`src/design/dmsp_pkg.sv`:
```
// Constants, register layout and state types of the dual management slave port.
package dmsp_pkg;

  // ----------------------------------------------------------------
  // Word and field sizes
  // ----------------------------------------------------------------
  localparam int unsigned DMSP_DW = 16;
  localparam logic [4:0] DMSP_WORD_LAST = 5'h0f;
  localparam logic [4:0] DMSP_CW_LAST = 5'h07;
  localparam logic [4:0] DMSP_FLD_LAST = 5'h04;
  localparam logic [4:0] DMSP_PRE_LAST = 5'h1f;
  localparam logic [4:0] DMSP_OP_LAST = 5'h01;
  localparam logic [4:0] DMSP_TA_LAST = 5'h01;
  localparam logic [1:0] DMSP_STRAP_WAIT = 2'h3;

  // ----------------------------------------------------------------
  // Serial control word and address space
  // ----------------------------------------------------------------
  localparam int unsigned DMSP_CW_RW = 7;
  localparam int unsigned DMSP_CW_BURST = 0;
  localparam logic [5:0] DMSP_SER_WRAP = 6'h1f;
  localparam logic [5:0] DMSP_SER_ZERO = 6'h00;
  localparam logic [5:0] DMSP_SER_MATCH_OFS = 6'h3e;

  // ----------------------------------------------------------------
  // Management frame codes and register offsets
  // ----------------------------------------------------------------
  localparam logic [1:0] DMSP_OP_RD = 2'h2;
  localparam logic [1:0] DMSP_OP_WR = 2'h1;
  localparam logic [4:0] DMSP_BASIC_CONTROL = 5'h00;
  localparam logic [4:0] DMSP_BASIC_STATUS = 5'h01;
  localparam logic [4:0] DMSP_PHY_IDENTIFIER_HIGH = 5'h02;
  localparam logic [4:0] DMSP_PHY_IDENTIFIER_LOW = 5'h03;
  localparam logic [4:0] DMSP_AUTONEG_ADVERTISEMENT = 5'h04;
  localparam logic [4:0] DMSP_AUTONEG_PARTNER_ABILITY = 5'h05;
  localparam logic [4:0] DMSP_AUTONEG_EXPANSION = 5'h06;
  localparam logic [4:0] DMSP_EXTENDED_STATUS = 5'h0f;
  localparam logic [4:0] DMSP_PAGE_SELECT = 5'h1f;
  localparam logic [1:0] DMSP_PAGE_ETH = 2'h0;
  localparam logic [1:0] DMSP_PAGE_ONE = 2'h1;

  // ----------------------------------------------------------------
  // Internal register fields and reset values
  // ----------------------------------------------------------------
  localparam int unsigned DMSP_MATCH_EN_BIT = 15;
  localparam logic [15:0] DMSP_MATCH_MASK = 16'h801f;
  localparam logic [15:0] DMSP_MATCH_RESET = 16'h0000;
  localparam int unsigned DMSP_DIS_BIT = 15;
  localparam logic [15:0] DMSP_PAGE_MASK = 16'h8003;
  localparam logic [15:0] DMSP_PAGE_RESET = 16'h0000;

  // ----------------------------------------------------------------
  // State types
  // ----------------------------------------------------------------
  typedef enum logic [1:0] {DMSP_S_CTRL, DMSP_S_WR, DMSP_S_RD} dmsp_ser_t;
  typedef enum logic [3:0] {
    DMSP_M_HUNT, DMSP_M_IDLE, DMSP_M_ST, DMSP_M_OP, DMSP_M_PHY,
    DMSP_M_REG, DMSP_M_TA, DMSP_M_RDATA, DMSP_M_WDATA
  } dmsp_md_t;
  typedef enum logic [1:0] {DMSP_T_NONE, DMSP_T_ETH, DMSP_T_TIM, DMSP_T_PG} dmsp_tgt_t;

  function automatic logic dmsp_eth_impl(input logic [4:0] a);
    dmsp_eth_impl = (a == DMSP_BASIC_CONTROL) || (a == DMSP_BASIC_STATUS) ||
                    (a == DMSP_PHY_IDENTIFIER_HIGH) || (a == DMSP_PHY_IDENTIFIER_LOW) ||
                    (a == DMSP_AUTONEG_ADVERTISEMENT) || (a == DMSP_AUTONEG_PARTNER_ABILITY) ||
                    (a == DMSP_AUTONEG_EXPANSION) || (a == DMSP_EXTENDED_STATUS);
  endfunction : dmsp_eth_impl

endpackage : dmsp_pkg

```
`src/design/dmsp_top.sv`:
```
// Dual management slave port: four-wire serial slave and clause 22 management slave.
`timescale 1ns/1ps
`default_nettype none
module dmsp_top
  import dmsp_pkg::*;
(
  input wire logic mclk_i,
  input wire logic rstn_i,
  input wire logic sclk_i,
  input wire logic cs_n_i,
  input wire logic serial_in_i,
  output logic serial_out_o,
  output logic serial_out_oe_o,
  input wire logic mdc_i,
  input wire logic mdio_i,
  output logic mdio_o,
  output logic mdio_oe_o,
  input wire logic [3:0] strap_rxd_i,
  input wire logic strap_rx_err_i,
  output logic eth_rd_o,
  output logic eth_wr_o,
  output logic [4:0] eth_addr_o,
  output logic [15:0] eth_wdata_o,
  input wire logic [15:0] eth_rdata_i,
  output logic tim_rd_o,
  output logic tim_wr_o,
  output logic [6:0] tim_addr_o,
  output logic [15:0] tim_wdata_o,
  input wire logic [15:0] tim_rdata_i,
  output logic serial_port_disable_o,
  output logic [4:0] phy_addr_o
);

  // ----------------------------------------------------------------
  // State record
  // ----------------------------------------------------------------
  typedef struct packed {
    logic [1:0] sclk_s;
    logic [1:0] cs_s;
    logic [1:0] sdi_s;
    logic [1:0] mdc_s;
    logic [1:0] mdio_s;
    logic [4:0] strap_s0;
    logic [4:0] strap_s1;
    logic sclk_q;
    logic mdc_q;
    logic [1:0] strap_cnt;
    logic [4:0] phy_addr;
    dmsp_ser_t ss;
    logic [4:0] scnt;
    logic [15:0] ssh;
    logic [5:0] saddr;
    logic srw;
    logic sburst;
    logic sacc;
    logic [15:0] srd;
    logic serial_out;
    logic sdo_oe;
    logic sldp;
    dmsp_md_t ms;
    logic [4:0] mcnt;
    logic mrd;
    logic mhit;
    dmsp_tgt_t mtgt;
    logic [4:0] mphy;
    logic [15:0] msh;
    logic mo;
    logic moe;
    logic mldp;
    logic [15:0] match;
    logic [15:0] page_select;
    logic eth_rd;
    logic eth_wr;
    logic [4:0] eth_addr;
    logic [15:0] eth_wdata;
    logic tim_rd;
    logic tim_wr;
    logic [6:0] tim_addr;
    logic [15:0] tim_wdata;
  } dmsp_state_t;

  dmsp_state_t s_r;
  dmsp_state_t s_nxt;
  logic srise, sfall, mrise, sbit, mbit, dis, hit, sfetch;
  logic [7:0] cw;
  logic [15:0] word;
  logic [5:0] ainc;
  logic [1:0] op;
  logic [4:0] regad;

  // ----------------------------------------------------------------
  // Next-state logic
  // ----------------------------------------------------------------
  always_comb
  begin
    s_nxt = s_r;
    s_nxt.sclk_s = {s_r.sclk_s[0], sclk_i};
    s_nxt.cs_s = {s_r.cs_s[0], cs_n_i};
    s_nxt.sdi_s = {s_r.sdi_s[0], serial_in_i};
    s_nxt.mdc_s = {s_r.mdc_s[0], mdc_i};
    s_nxt.mdio_s = {s_r.mdio_s[0], mdio_i};
    s_nxt.strap_s0 = {strap_rxd_i, strap_rx_err_i};
    s_nxt.strap_s1 = s_r.strap_s0;
    s_nxt.sclk_q = s_r.sclk_s[1];
    s_nxt.mdc_q = s_r.mdc_s[1];
    s_nxt.eth_rd = 1'b0;
    s_nxt.eth_wr = 1'b0;
    s_nxt.tim_rd = 1'b0;
    s_nxt.tim_wr = 1'b0;
    s_nxt.sldp = 1'b0;
    s_nxt.mldp = 1'b0;
    srise = s_r.sclk_s[1] & ~s_r.sclk_q;
    sfall = ~s_r.sclk_s[1] & s_r.sclk_q;
    mrise = s_r.mdc_s[1] & ~s_r.mdc_q;
    sbit = s_r.sdi_s[1];
    mbit = s_r.mdio_s[1];
    dis = s_r.page_select[DMSP_DIS_BIT];
    hit = ~s_r.match[DMSP_MATCH_EN_BIT] | (s_r.match[4:0] == s_r.phy_addr);
    cw = {s_r.ssh[6:0], sbit};
    word = {s_r.ssh[14:0], sbit};
    ainc = (s_r.saddr == DMSP_SER_WRAP) ? DMSP_SER_ZERO : s_r.saddr + 6'h01;
    sfetch = 1'b0;
    op = {s_r.msh[0], mbit};
    regad = {s_r.msh[3:0], mbit};

    // Straps are caught a few cycles after reset release.
    if (s_r.strap_cnt != DMSP_STRAP_WAIT)
    begin
      s_nxt.strap_cnt = s_r.strap_cnt + 2'h1;
      s_nxt.phy_addr = s_r.strap_s1;
    end

    // ----------------------------------------------------------------
    // Four-wire serial slave, clock idle low, sample on rise
    // ----------------------------------------------------------------
    if (s_r.sldp)
    begin
      s_nxt.srd = (s_r.saddr == DMSP_SER_MATCH_OFS) ? s_r.match : tim_rdata_i;
    end
    if (s_r.cs_s[1])
    begin
      s_nxt.ss = DMSP_S_CTRL;
      s_nxt.scnt = '0;
      s_nxt.sdo_oe = 1'b0;
    end
    else if (srise)
    begin
      s_nxt.ssh = {s_r.ssh[14:0], sbit};
      s_nxt.scnt = s_r.scnt + 5'h01;
      unique case (s_r.ss)
        DMSP_S_CTRL:
        begin
          if (s_r.scnt == DMSP_CW_LAST)
          begin
            s_nxt.scnt = '0;
            s_nxt.srw = cw[DMSP_CW_RW];
            s_nxt.saddr = cw[6:1];
            s_nxt.sburst = cw[DMSP_CW_BURST];
            s_nxt.sacc = ~dis & (hit | (~cw[DMSP_CW_RW] & (cw[6:1] == DMSP_SER_MATCH_OFS)));
            s_nxt.ss = cw[DMSP_CW_RW] ? DMSP_S_RD : DMSP_S_WR;
            sfetch = cw[DMSP_CW_RW] & ~dis & hit;
          end
        end
        DMSP_S_WR:
        begin
          if (s_r.scnt == DMSP_WORD_LAST)
          begin
            s_nxt.scnt = '0;
            if (s_r.sacc && s_r.saddr == DMSP_SER_MATCH_OFS)
            begin
              s_nxt.match = word & DMSP_MATCH_MASK;
            end
            else if (s_r.sacc)
            begin
              s_nxt.tim_wr = 1'b1;
              s_nxt.tim_addr = {1'b0, s_r.saddr};
              s_nxt.tim_wdata = word;
            end
            if (s_r.sburst)
            begin
              s_nxt.saddr = ainc;
            end
            else
            begin
              s_nxt.ss = DMSP_S_CTRL;
            end
          end
        end
        DMSP_S_RD:
        begin
          if (s_r.scnt == DMSP_WORD_LAST)
          begin
            s_nxt.scnt = '0;
            if (s_r.sburst)
            begin
              s_nxt.saddr = ainc;
              sfetch = s_r.sacc;
            end
            else
            begin
              s_nxt.ss = DMSP_S_CTRL;
              s_nxt.sdo_oe = 1'b0;
            end
          end
        end
      endcase
    end
    else if (sfall && s_r.ss == DMSP_S_RD && s_r.sacc)
    begin
      s_nxt.serial_out = s_r.srd[15];
      s_nxt.srd = {s_r.srd[14:0], 1'b0};
      s_nxt.sdo_oe = 1'b1;
    end
    if (sfetch)
    begin
      s_nxt.sldp = 1'b1;
      s_nxt.tim_rd = (s_nxt.saddr != DMSP_SER_MATCH_OFS);
      s_nxt.tim_addr = {1'b0, s_nxt.saddr};
    end

    // ----------------------------------------------------------------
    // Clause 22 management slave, sample and drive on rise
    // ----------------------------------------------------------------
    if (s_r.mldp)
    begin
      unique case (s_r.mtgt)
        DMSP_T_ETH: s_nxt.msh = eth_rdata_i;
        DMSP_T_TIM: s_nxt.msh = tim_rdata_i;
        DMSP_T_PG: s_nxt.msh = s_r.page_select;
        DMSP_T_NONE: s_nxt.msh = '0;
      endcase
    end
    if (mrise)
    begin
      s_nxt.mcnt = s_r.mcnt + 5'h01;
      unique case (s_r.ms)
        DMSP_M_HUNT:
        begin
          if (!mbit)
          begin
            s_nxt.mcnt = '0;
          end
          else if (s_r.mcnt == DMSP_PRE_LAST)
          begin
            s_nxt.ms = DMSP_M_IDLE;
          end
        end
        DMSP_M_IDLE:
        begin
          if (!mbit)
          begin
            s_nxt.ms = DMSP_M_ST;
          end
          s_nxt.mcnt = '0;
        end
        DMSP_M_ST:
        begin
          s_nxt.mcnt = '0;
          s_nxt.ms = mbit ? DMSP_M_OP : DMSP_M_HUNT;
        end
        DMSP_M_OP:
        begin
          s_nxt.msh = {s_r.msh[14:0], mbit};
          if (s_r.mcnt == DMSP_OP_LAST)
          begin
            s_nxt.mcnt = '0;
            s_nxt.mrd = (op == DMSP_OP_RD);
            s_nxt.ms = (op == DMSP_OP_RD || op == DMSP_OP_WR) ? DMSP_M_PHY : DMSP_M_HUNT;
          end
        end
        DMSP_M_PHY:
        begin
          s_nxt.msh = {s_r.msh[14:0], mbit};
          if (s_r.mcnt == DMSP_FLD_LAST)
          begin
            s_nxt.mcnt = '0;
            s_nxt.mphy = regad;
            s_nxt.ms = DMSP_M_REG;
          end
        end
        DMSP_M_REG:
        begin
          s_nxt.msh = {s_r.msh[14:0], mbit};
          if (s_r.mcnt == DMSP_FLD_LAST)
          begin
            s_nxt.mcnt = '0;
            s_nxt.ms = DMSP_M_TA;
            s_nxt.mhit = (s_r.mphy == s_r.phy_addr);
            s_nxt.eth_addr = regad;
            s_nxt.tim_addr = {s_r.page_select[1:0] - DMSP_PAGE_ONE, regad};
            if (regad == DMSP_PAGE_SELECT)
            begin
              s_nxt.mtgt = DMSP_T_PG;
            end
            else if (s_r.page_select[1:0] == DMSP_PAGE_ETH && dmsp_eth_impl(regad))
            begin
              s_nxt.mtgt = DMSP_T_ETH;
            end
            else if (s_r.page_select[1:0] != DMSP_PAGE_ETH && dis)
            begin
              s_nxt.mtgt = DMSP_T_TIM;
            end
            else
            begin
              s_nxt.mtgt = DMSP_T_NONE;
            end
            if (s_r.mrd && s_r.mphy == s_r.phy_addr)
            begin
              s_nxt.mldp = 1'b1;
              s_nxt.eth_rd = (s_nxt.mtgt == DMSP_T_ETH);
              s_nxt.tim_rd = (s_nxt.mtgt == DMSP_T_TIM);
            end
          end
        end
        DMSP_M_TA:
        begin
          if (s_r.mcnt != DMSP_TA_LAST)
          begin
            s_nxt.moe = s_r.mrd & s_r.mhit;
            s_nxt.mo = 1'b0;
          end
          else
          begin
            s_nxt.mcnt = '0;
            s_nxt.ms = s_r.mrd ? DMSP_M_RDATA : DMSP_M_WDATA;
            s_nxt.mo = s_r.msh[15];
            s_nxt.msh = {s_r.msh[14:0], 1'b0};
          end
        end
        DMSP_M_RDATA:
        begin
          s_nxt.mo = s_r.msh[15];
          s_nxt.msh = {s_r.msh[14:0], 1'b0};
          if (s_r.mcnt == DMSP_WORD_LAST)
          begin
            s_nxt.mcnt = '0;
            s_nxt.moe = 1'b0;
            s_nxt.ms = DMSP_M_IDLE;
          end
        end
        DMSP_M_WDATA:
        begin
          s_nxt.msh = {s_r.msh[14:0], mbit};
          if (s_r.mcnt == DMSP_WORD_LAST)
          begin
            s_nxt.mcnt = '0;
            s_nxt.ms = DMSP_M_IDLE;
            if (s_r.mhit)
            begin
              s_nxt.eth_wr = (s_r.mtgt == DMSP_T_ETH);
              s_nxt.tim_wr = (s_r.mtgt == DMSP_T_TIM);
              s_nxt.eth_wdata = {s_r.msh[14:0], mbit};
              s_nxt.tim_wdata = {s_r.msh[14:0], mbit};
              if (s_r.mtgt == DMSP_T_PG)
              begin
                s_nxt.page_select = {s_r.msh[14:0], mbit} & DMSP_PAGE_MASK;
              end
            end
          end
        end
      endcase
    end
  end

  // ----------------------------------------------------------------
  // State register
  // ----------------------------------------------------------------
  always_ff @(posedge mclk_i or negedge rstn_i)
  begin
    if (!rstn_i)
    begin
      s_r <= '0;
    end
    else
    begin
      s_r <= s_nxt;
    end
  end

  // ----------------------------------------------------------------
  // Outputs
  // ----------------------------------------------------------------
  // The serial output enable is gated straight by the pin so that it drops without any clock.
  assign serial_out_oe_o = s_r.sdo_oe & ~cs_n_i;
  assign serial_out_o = s_r.serial_out;
  assign mdio_o = s_r.mo;
  assign mdio_oe_o = s_r.moe;
  assign eth_rd_o = s_r.eth_rd;
  assign eth_wr_o = s_r.eth_wr;
  assign eth_addr_o = s_r.eth_addr;
  assign eth_wdata_o = s_r.eth_wdata;
  assign tim_rd_o = s_r.tim_rd;
  assign tim_wr_o = s_r.tim_wr;
  assign tim_addr_o = s_r.tim_addr;
  assign tim_wdata_o = s_r.tim_wdata;
  assign serial_port_disable_o = s_r.page_select[DMSP_DIS_BIT];
  assign phy_addr_o = s_r.phy_addr;

endmodule : dmsp_top
`default_nettype wire

```
`config.mk`:
```
export PLATFORM = sky130hd
export DESIGN_NAME = dmsp_top
export DESIGN_NICKNAME = d
export VERILOG_FILES = /design/src/design/dmsp_pkg.sv /design/src/design/dmsp_top.sv
export SDC_FILE = /design/constraint.sdc
export NUM_CORES = 1
export LEC_CHECK = 0
export ABC_CLOCK_PERIOD_IN_PS = 2500
export BUFFER_PORTS_ARGS = -buffer_cell sky130_fd_sc_hd__buf_4
export CAP_MARGIN = 40
export CORE_ASPECT_RATIO = 1.4
export CORE_MARGIN = 5
export CORE_UTILIZATION = 40
export CTS_BUF_LIST = sky130_fd_sc_hd__clkbuf_4 sky130_fd_sc_hd__clkbuf_8
export CTS_CLUSTER_SIZE = 10
export DETAILED_ROUTE_END_ITERATION = 6
export PLACE_DENSITY_LB_ADDON = 0.25
export REMOVE_ABC_BUFFERS = 1
export SYNTH_ARGS = -nofsm -noshare
export SYNTH_HDL_FRONTEND = slang
export SYNTH_SLANG_ARGS = --single-unit
```
`constraint.sdc`:
```
create_clock -name mclk_i -period 2.5 [get_ports mclk_i]
set_input_delay 0.5 -clock mclk_i [delete_from_list [all_inputs] [get_ports mclk_i]]
set_output_delay 0.5 -clock mclk_i [all_outputs]
set_load 0.03 [all_outputs]
```
==> results list <==
* Result of the run: finished, final reports clean
* Synthesized netlist cell count: around 900
* Largest fanout of any net on the critical path: 6
- Fraction of synthesis flops using an asynchronous set or reset pin: 100%
* Pwr Density: 581 nW/um2
- The number of different library cells used by synthesis comes to 62.
* Post-synth top area cell: dfrtp_1
- Drt first pass iters: 5
- Number of rows created at floorplan: 63
- After synthesis, flip-flops and latches occupy between 40% and 50% of the total area.
- Input and output buffers added on the ports amount to roughly 100.
- The initial antenna violation count came to 0.
- For this configuration, the core starts out at a cell density of roughly two fifths.
- Clock Tree Root: clkbuf_8
* Combined area of all synthesized cells: 8640 um2
* Via count of the first global-routing pass: around 6400
- Syn-to-layout area delta: 14.9%
- In the synthesized netlist the dominant register cell turns out to be dfrtp_1.
* Diodes inserted: 0
- Final critical path time including I/O delays and setup: approximately 2400 ps
* Maximum operating frequency: approximately 420 MHz
- Measured along the y axis, the die boundary spans about 180 um.
* Clock-pin slew on the worst setup and hold paths: 100 ps
- The final critical path takes up 95.0% of the cycle.
* Global placer's final weighted congestion: 0.861
* Number of vias in the routed layout: about 6500
- STA classifies the critical path endpoint as a register.
- In the final routing, the length of wire on met1 measures between 9 and 10 mm.
- Total design power: between 5 and 6 mW
* Later-pin clock latency in the skew report: about 480 ps
* Top layer used by detailed routing: met4
* Number of remaining DRC errors: 0
- Width of the die: about 130 um
* Clock buffer count from CTS: 17
* Placed cell count: roughly 1200
- The post-route netlist has between 20% and 30% of its cells at a drive strength greater than 1.
- H-tree lvl count: 4
- Global routing used between 10% and 20% of the available tracks.
- Number of sinks driven by the clock tree: between 150 and 200
* Critical Path AT: between 2000 and 3000 ps
* Detailed Route Iter0 Violations: 389
- After detailed routing, the total wire length is 21.5 mm.
- Drt wl/cell: ~17 um
* Slew at the pin closest to its max-slew limit: about 630 ps
- Final setup violation count: 0
* Final hold violations: 0
- Between clock sinks in the finished design, the worst skew comes to about 21 ps.
- For this design the static power due to leakage is approximately 5 nW.
- Total grt overflow: 0
- Post-CTS setup buffer count: 0
- Estimated wirelength of the detail-placed design: 15.8 mm
* Routed length on met3: 994 um
- Clock tree from TritonCTS: done
- Min-Delay Path Class: in2reg
* Maximum number of pins on one net before global-route repair: around 60
* #FFs+latches synth: between 150 and 200
- OpenSTA, run right after detailed placement, puts the worst setup slack at ~120 ps.
- Normalized max-slew margin: about three fifths
- Post-DP Area: about 9500 um2
- Sorting the synthesized cells by area gives the leading types as dfrtp_1 (50%), nand2_1 (8.1%), mux2_2 (5.5%).
* Vias per cell: around 5.3
- Post-synth EDFFs: 0
- The worst setup path is launched from a register.
- IO Count: between 100 and 150
- Number of max-cap violations: 0
- Bufs on Longest Clock Path: 2
- IR analysis of the VDD net gives a maximum drop of approximately 430 uV.
* Portion of synthesized cell area occupied by the leading cell type: between 40% and 50%
- Antenna viol nets, final: 0
- Setup repair after global routing left no endpoint under its margin.
* Detailed route wirelength on metal2: 10.7 mm
- Core region area: between 20000 and 25000 um2
* Die area: around 25000 um2
* Global-route wire length before repair: around 35 mm
- The count of cells in the finished layout, fillers not included, comes to 1232.
- Setup WS post-layout: 125 ps
- Final Max Tran Viols: 0
- Type of the setup path with the least slack: reg2reg
- Warnings, synthesis: 0
- A synthesized cell averages between 9 and 10 um2.
- Worst path required time: approximately 2900 ps
* Post-route standard cell area excluding fillers: about 10000 um2
- After the last flow step, the layout net total stands at roughly 1000.
==> path summary, 6_finish.rpt <==
check | from | depth (start not counted) | end | slack, ps
setup / recovery | s_r[161]$_DFFE_PN0P_ | 11 | tim_rd_o$_DFF_PN0_ | 130
hold / removal | mdio_i | 1 | s_nxt[188]$_DFF_PN0_ | 130
setup reg to reg | s_r[161]$_DFFE_PN0P_ | 11 | tim_rd_o$_DFF_PN0_ | 130
hold reg to reg | s_nxt[180]$_DFF_PN0_ | 0 | s_r[180]$_DFF_PN0_ | 350
max in group asynchronous | rstn_i | 3 | op[1]$_DFF_PN0_ | 1220
min in group asynchronous | rstn_i | 2 | s_r[142]$_DFF_PN0_ | 570
==> registers in the layout, indices dropped and copies added (netlist names) <==
signal / cells
cw: 8
eth_addr_o: 5
eth_rd_o: 1
eth_wdata_o: 16
eth_wr_o: 1
mbit: 1
mdio_o: 1
mdio_oe_o: 1
op: 1
phy_addr_o: 5
regad: 3
s_nxt: 12
s_r: 90
serial_out_o: 1
serial_port_disable_o: 1
tim_addr_o: 7
tim_rd_o: 1
tim_wdata_o: 16
tim_wr_o: 1
==> synth_stat cells, drive strengths merged (4+ instances only) <==
cell	count
nand3	23
nand2b	4
buf	62
and3	6
clkbuf	36
o211ai	6
ha	20
xor2	5
a31oi	15
a211oi	5
inv	22
a21oi	31
o21ai	68
xnor2	9
dfrtp	172
mux2	43
mux2i	24
or3	4
a22o	4
nand4	5
nand2	186
nor2	42
nor2b	18
a22oi	18
nor3	21
==> metal layers <==
metal  up-vias  track usage, %
li1       3170               -
met1      3120            22.9
met2       177            29.9
met3        28            3.83
met4         0            6.19
met5         -               0
==> worst max-delay path, stage by stage (launching register included) <==
cell and delay (ps):
dfrtp_1 400, ha_2 230, and3_1 180, ha_1 160, buf_4 140, nand2_1 100
or3_1 370, a31oi_1 200, nor2_1 90, nand2_1 90, nand4b_1 100, a31o_1 210
==> power breakdown <==
group          leakage [nW]  switching [mW]  total (mW)  internal, mW
Sequential             2.21           0.198        3.08          2.89
Clock                 0.207            1.17        2.01         0.842
Combinational          2.44           0.375       0.671         0.296
Total                  4.86            1.74        5.77          4.02
==> cell usage in the layout (no fill, tap or decap), types with 3 or more instances in the layout <==
cell / n
clkbuf_8: 17
inv_6: 5
nand3_1: 23
a211o_1: 3
nor2_1: 41
nand2b_1: 4
and3_1: 6
o22ai_1: 3
nand2_1: 186
a31oi_1: 14
or3_1: 4
xor2_1: 5
clkinv_4: 3
a21o_1: 3
inv_8: 3
a22o_1: 4
inv_1: 22
o211ai_1: 6
mux2_2: 42
o21ai_1: 4
nor2b_1: 18
nor3_1: 20
a211oi_1: 5
nand4_1: 5
buf_4: 136
ha_1: 19
dfrtp_1: 172
mux2i_1: 24
o21ai_0: 64
xnor2_1: 9
a21oi_1: 31
a22oi_1: 18
==> cell type report <==
type                            count  area [um2]
Clock buffer                       17         234
Clock inverter                     15         171
Fill cell                        2037       11300
Inverter                           22        82.6
Multi-Input combinational cell    604        3700
Sequential cell                   172        4300
Tap cell                          260         325
Timing Repair Buffer              142        1110
==> what timing repair did <==
| action | in CTS | in global routing |
|---|---|---|
| resized for setup | 0 | 1 |
| endpoints found under the hold margin | 9 | 0 |
| setup endpoints to repair | 0 | 1 |
| hold buffers | 1 | 0 |
==> cells by family after synthesis <==
group / share of synthesized area (%)
buffers and inverters: 7.54
AND/OR/NAND/NOR: 17.6
adder cells (fa/ha/maj): 2.90
multiplexers: 8.38
XOR/XNOR: 1.42
AO/OA/AOI/OAI: 12.3
flip-flops: 49.8
==> stage by stage <==
stage	util, %	hold WS [ps]	TNS [ps]
2_1_floorplan	-	204	-29310
3_3_place_gp	44.7	332	0
3_5_place_dp	44.9	335	0
4_1_cts	46.8	94.7	0
5_1_grt	46.8	87.9	0
6_report	46.8	128	0
Power figures use the tool's default switching activity.
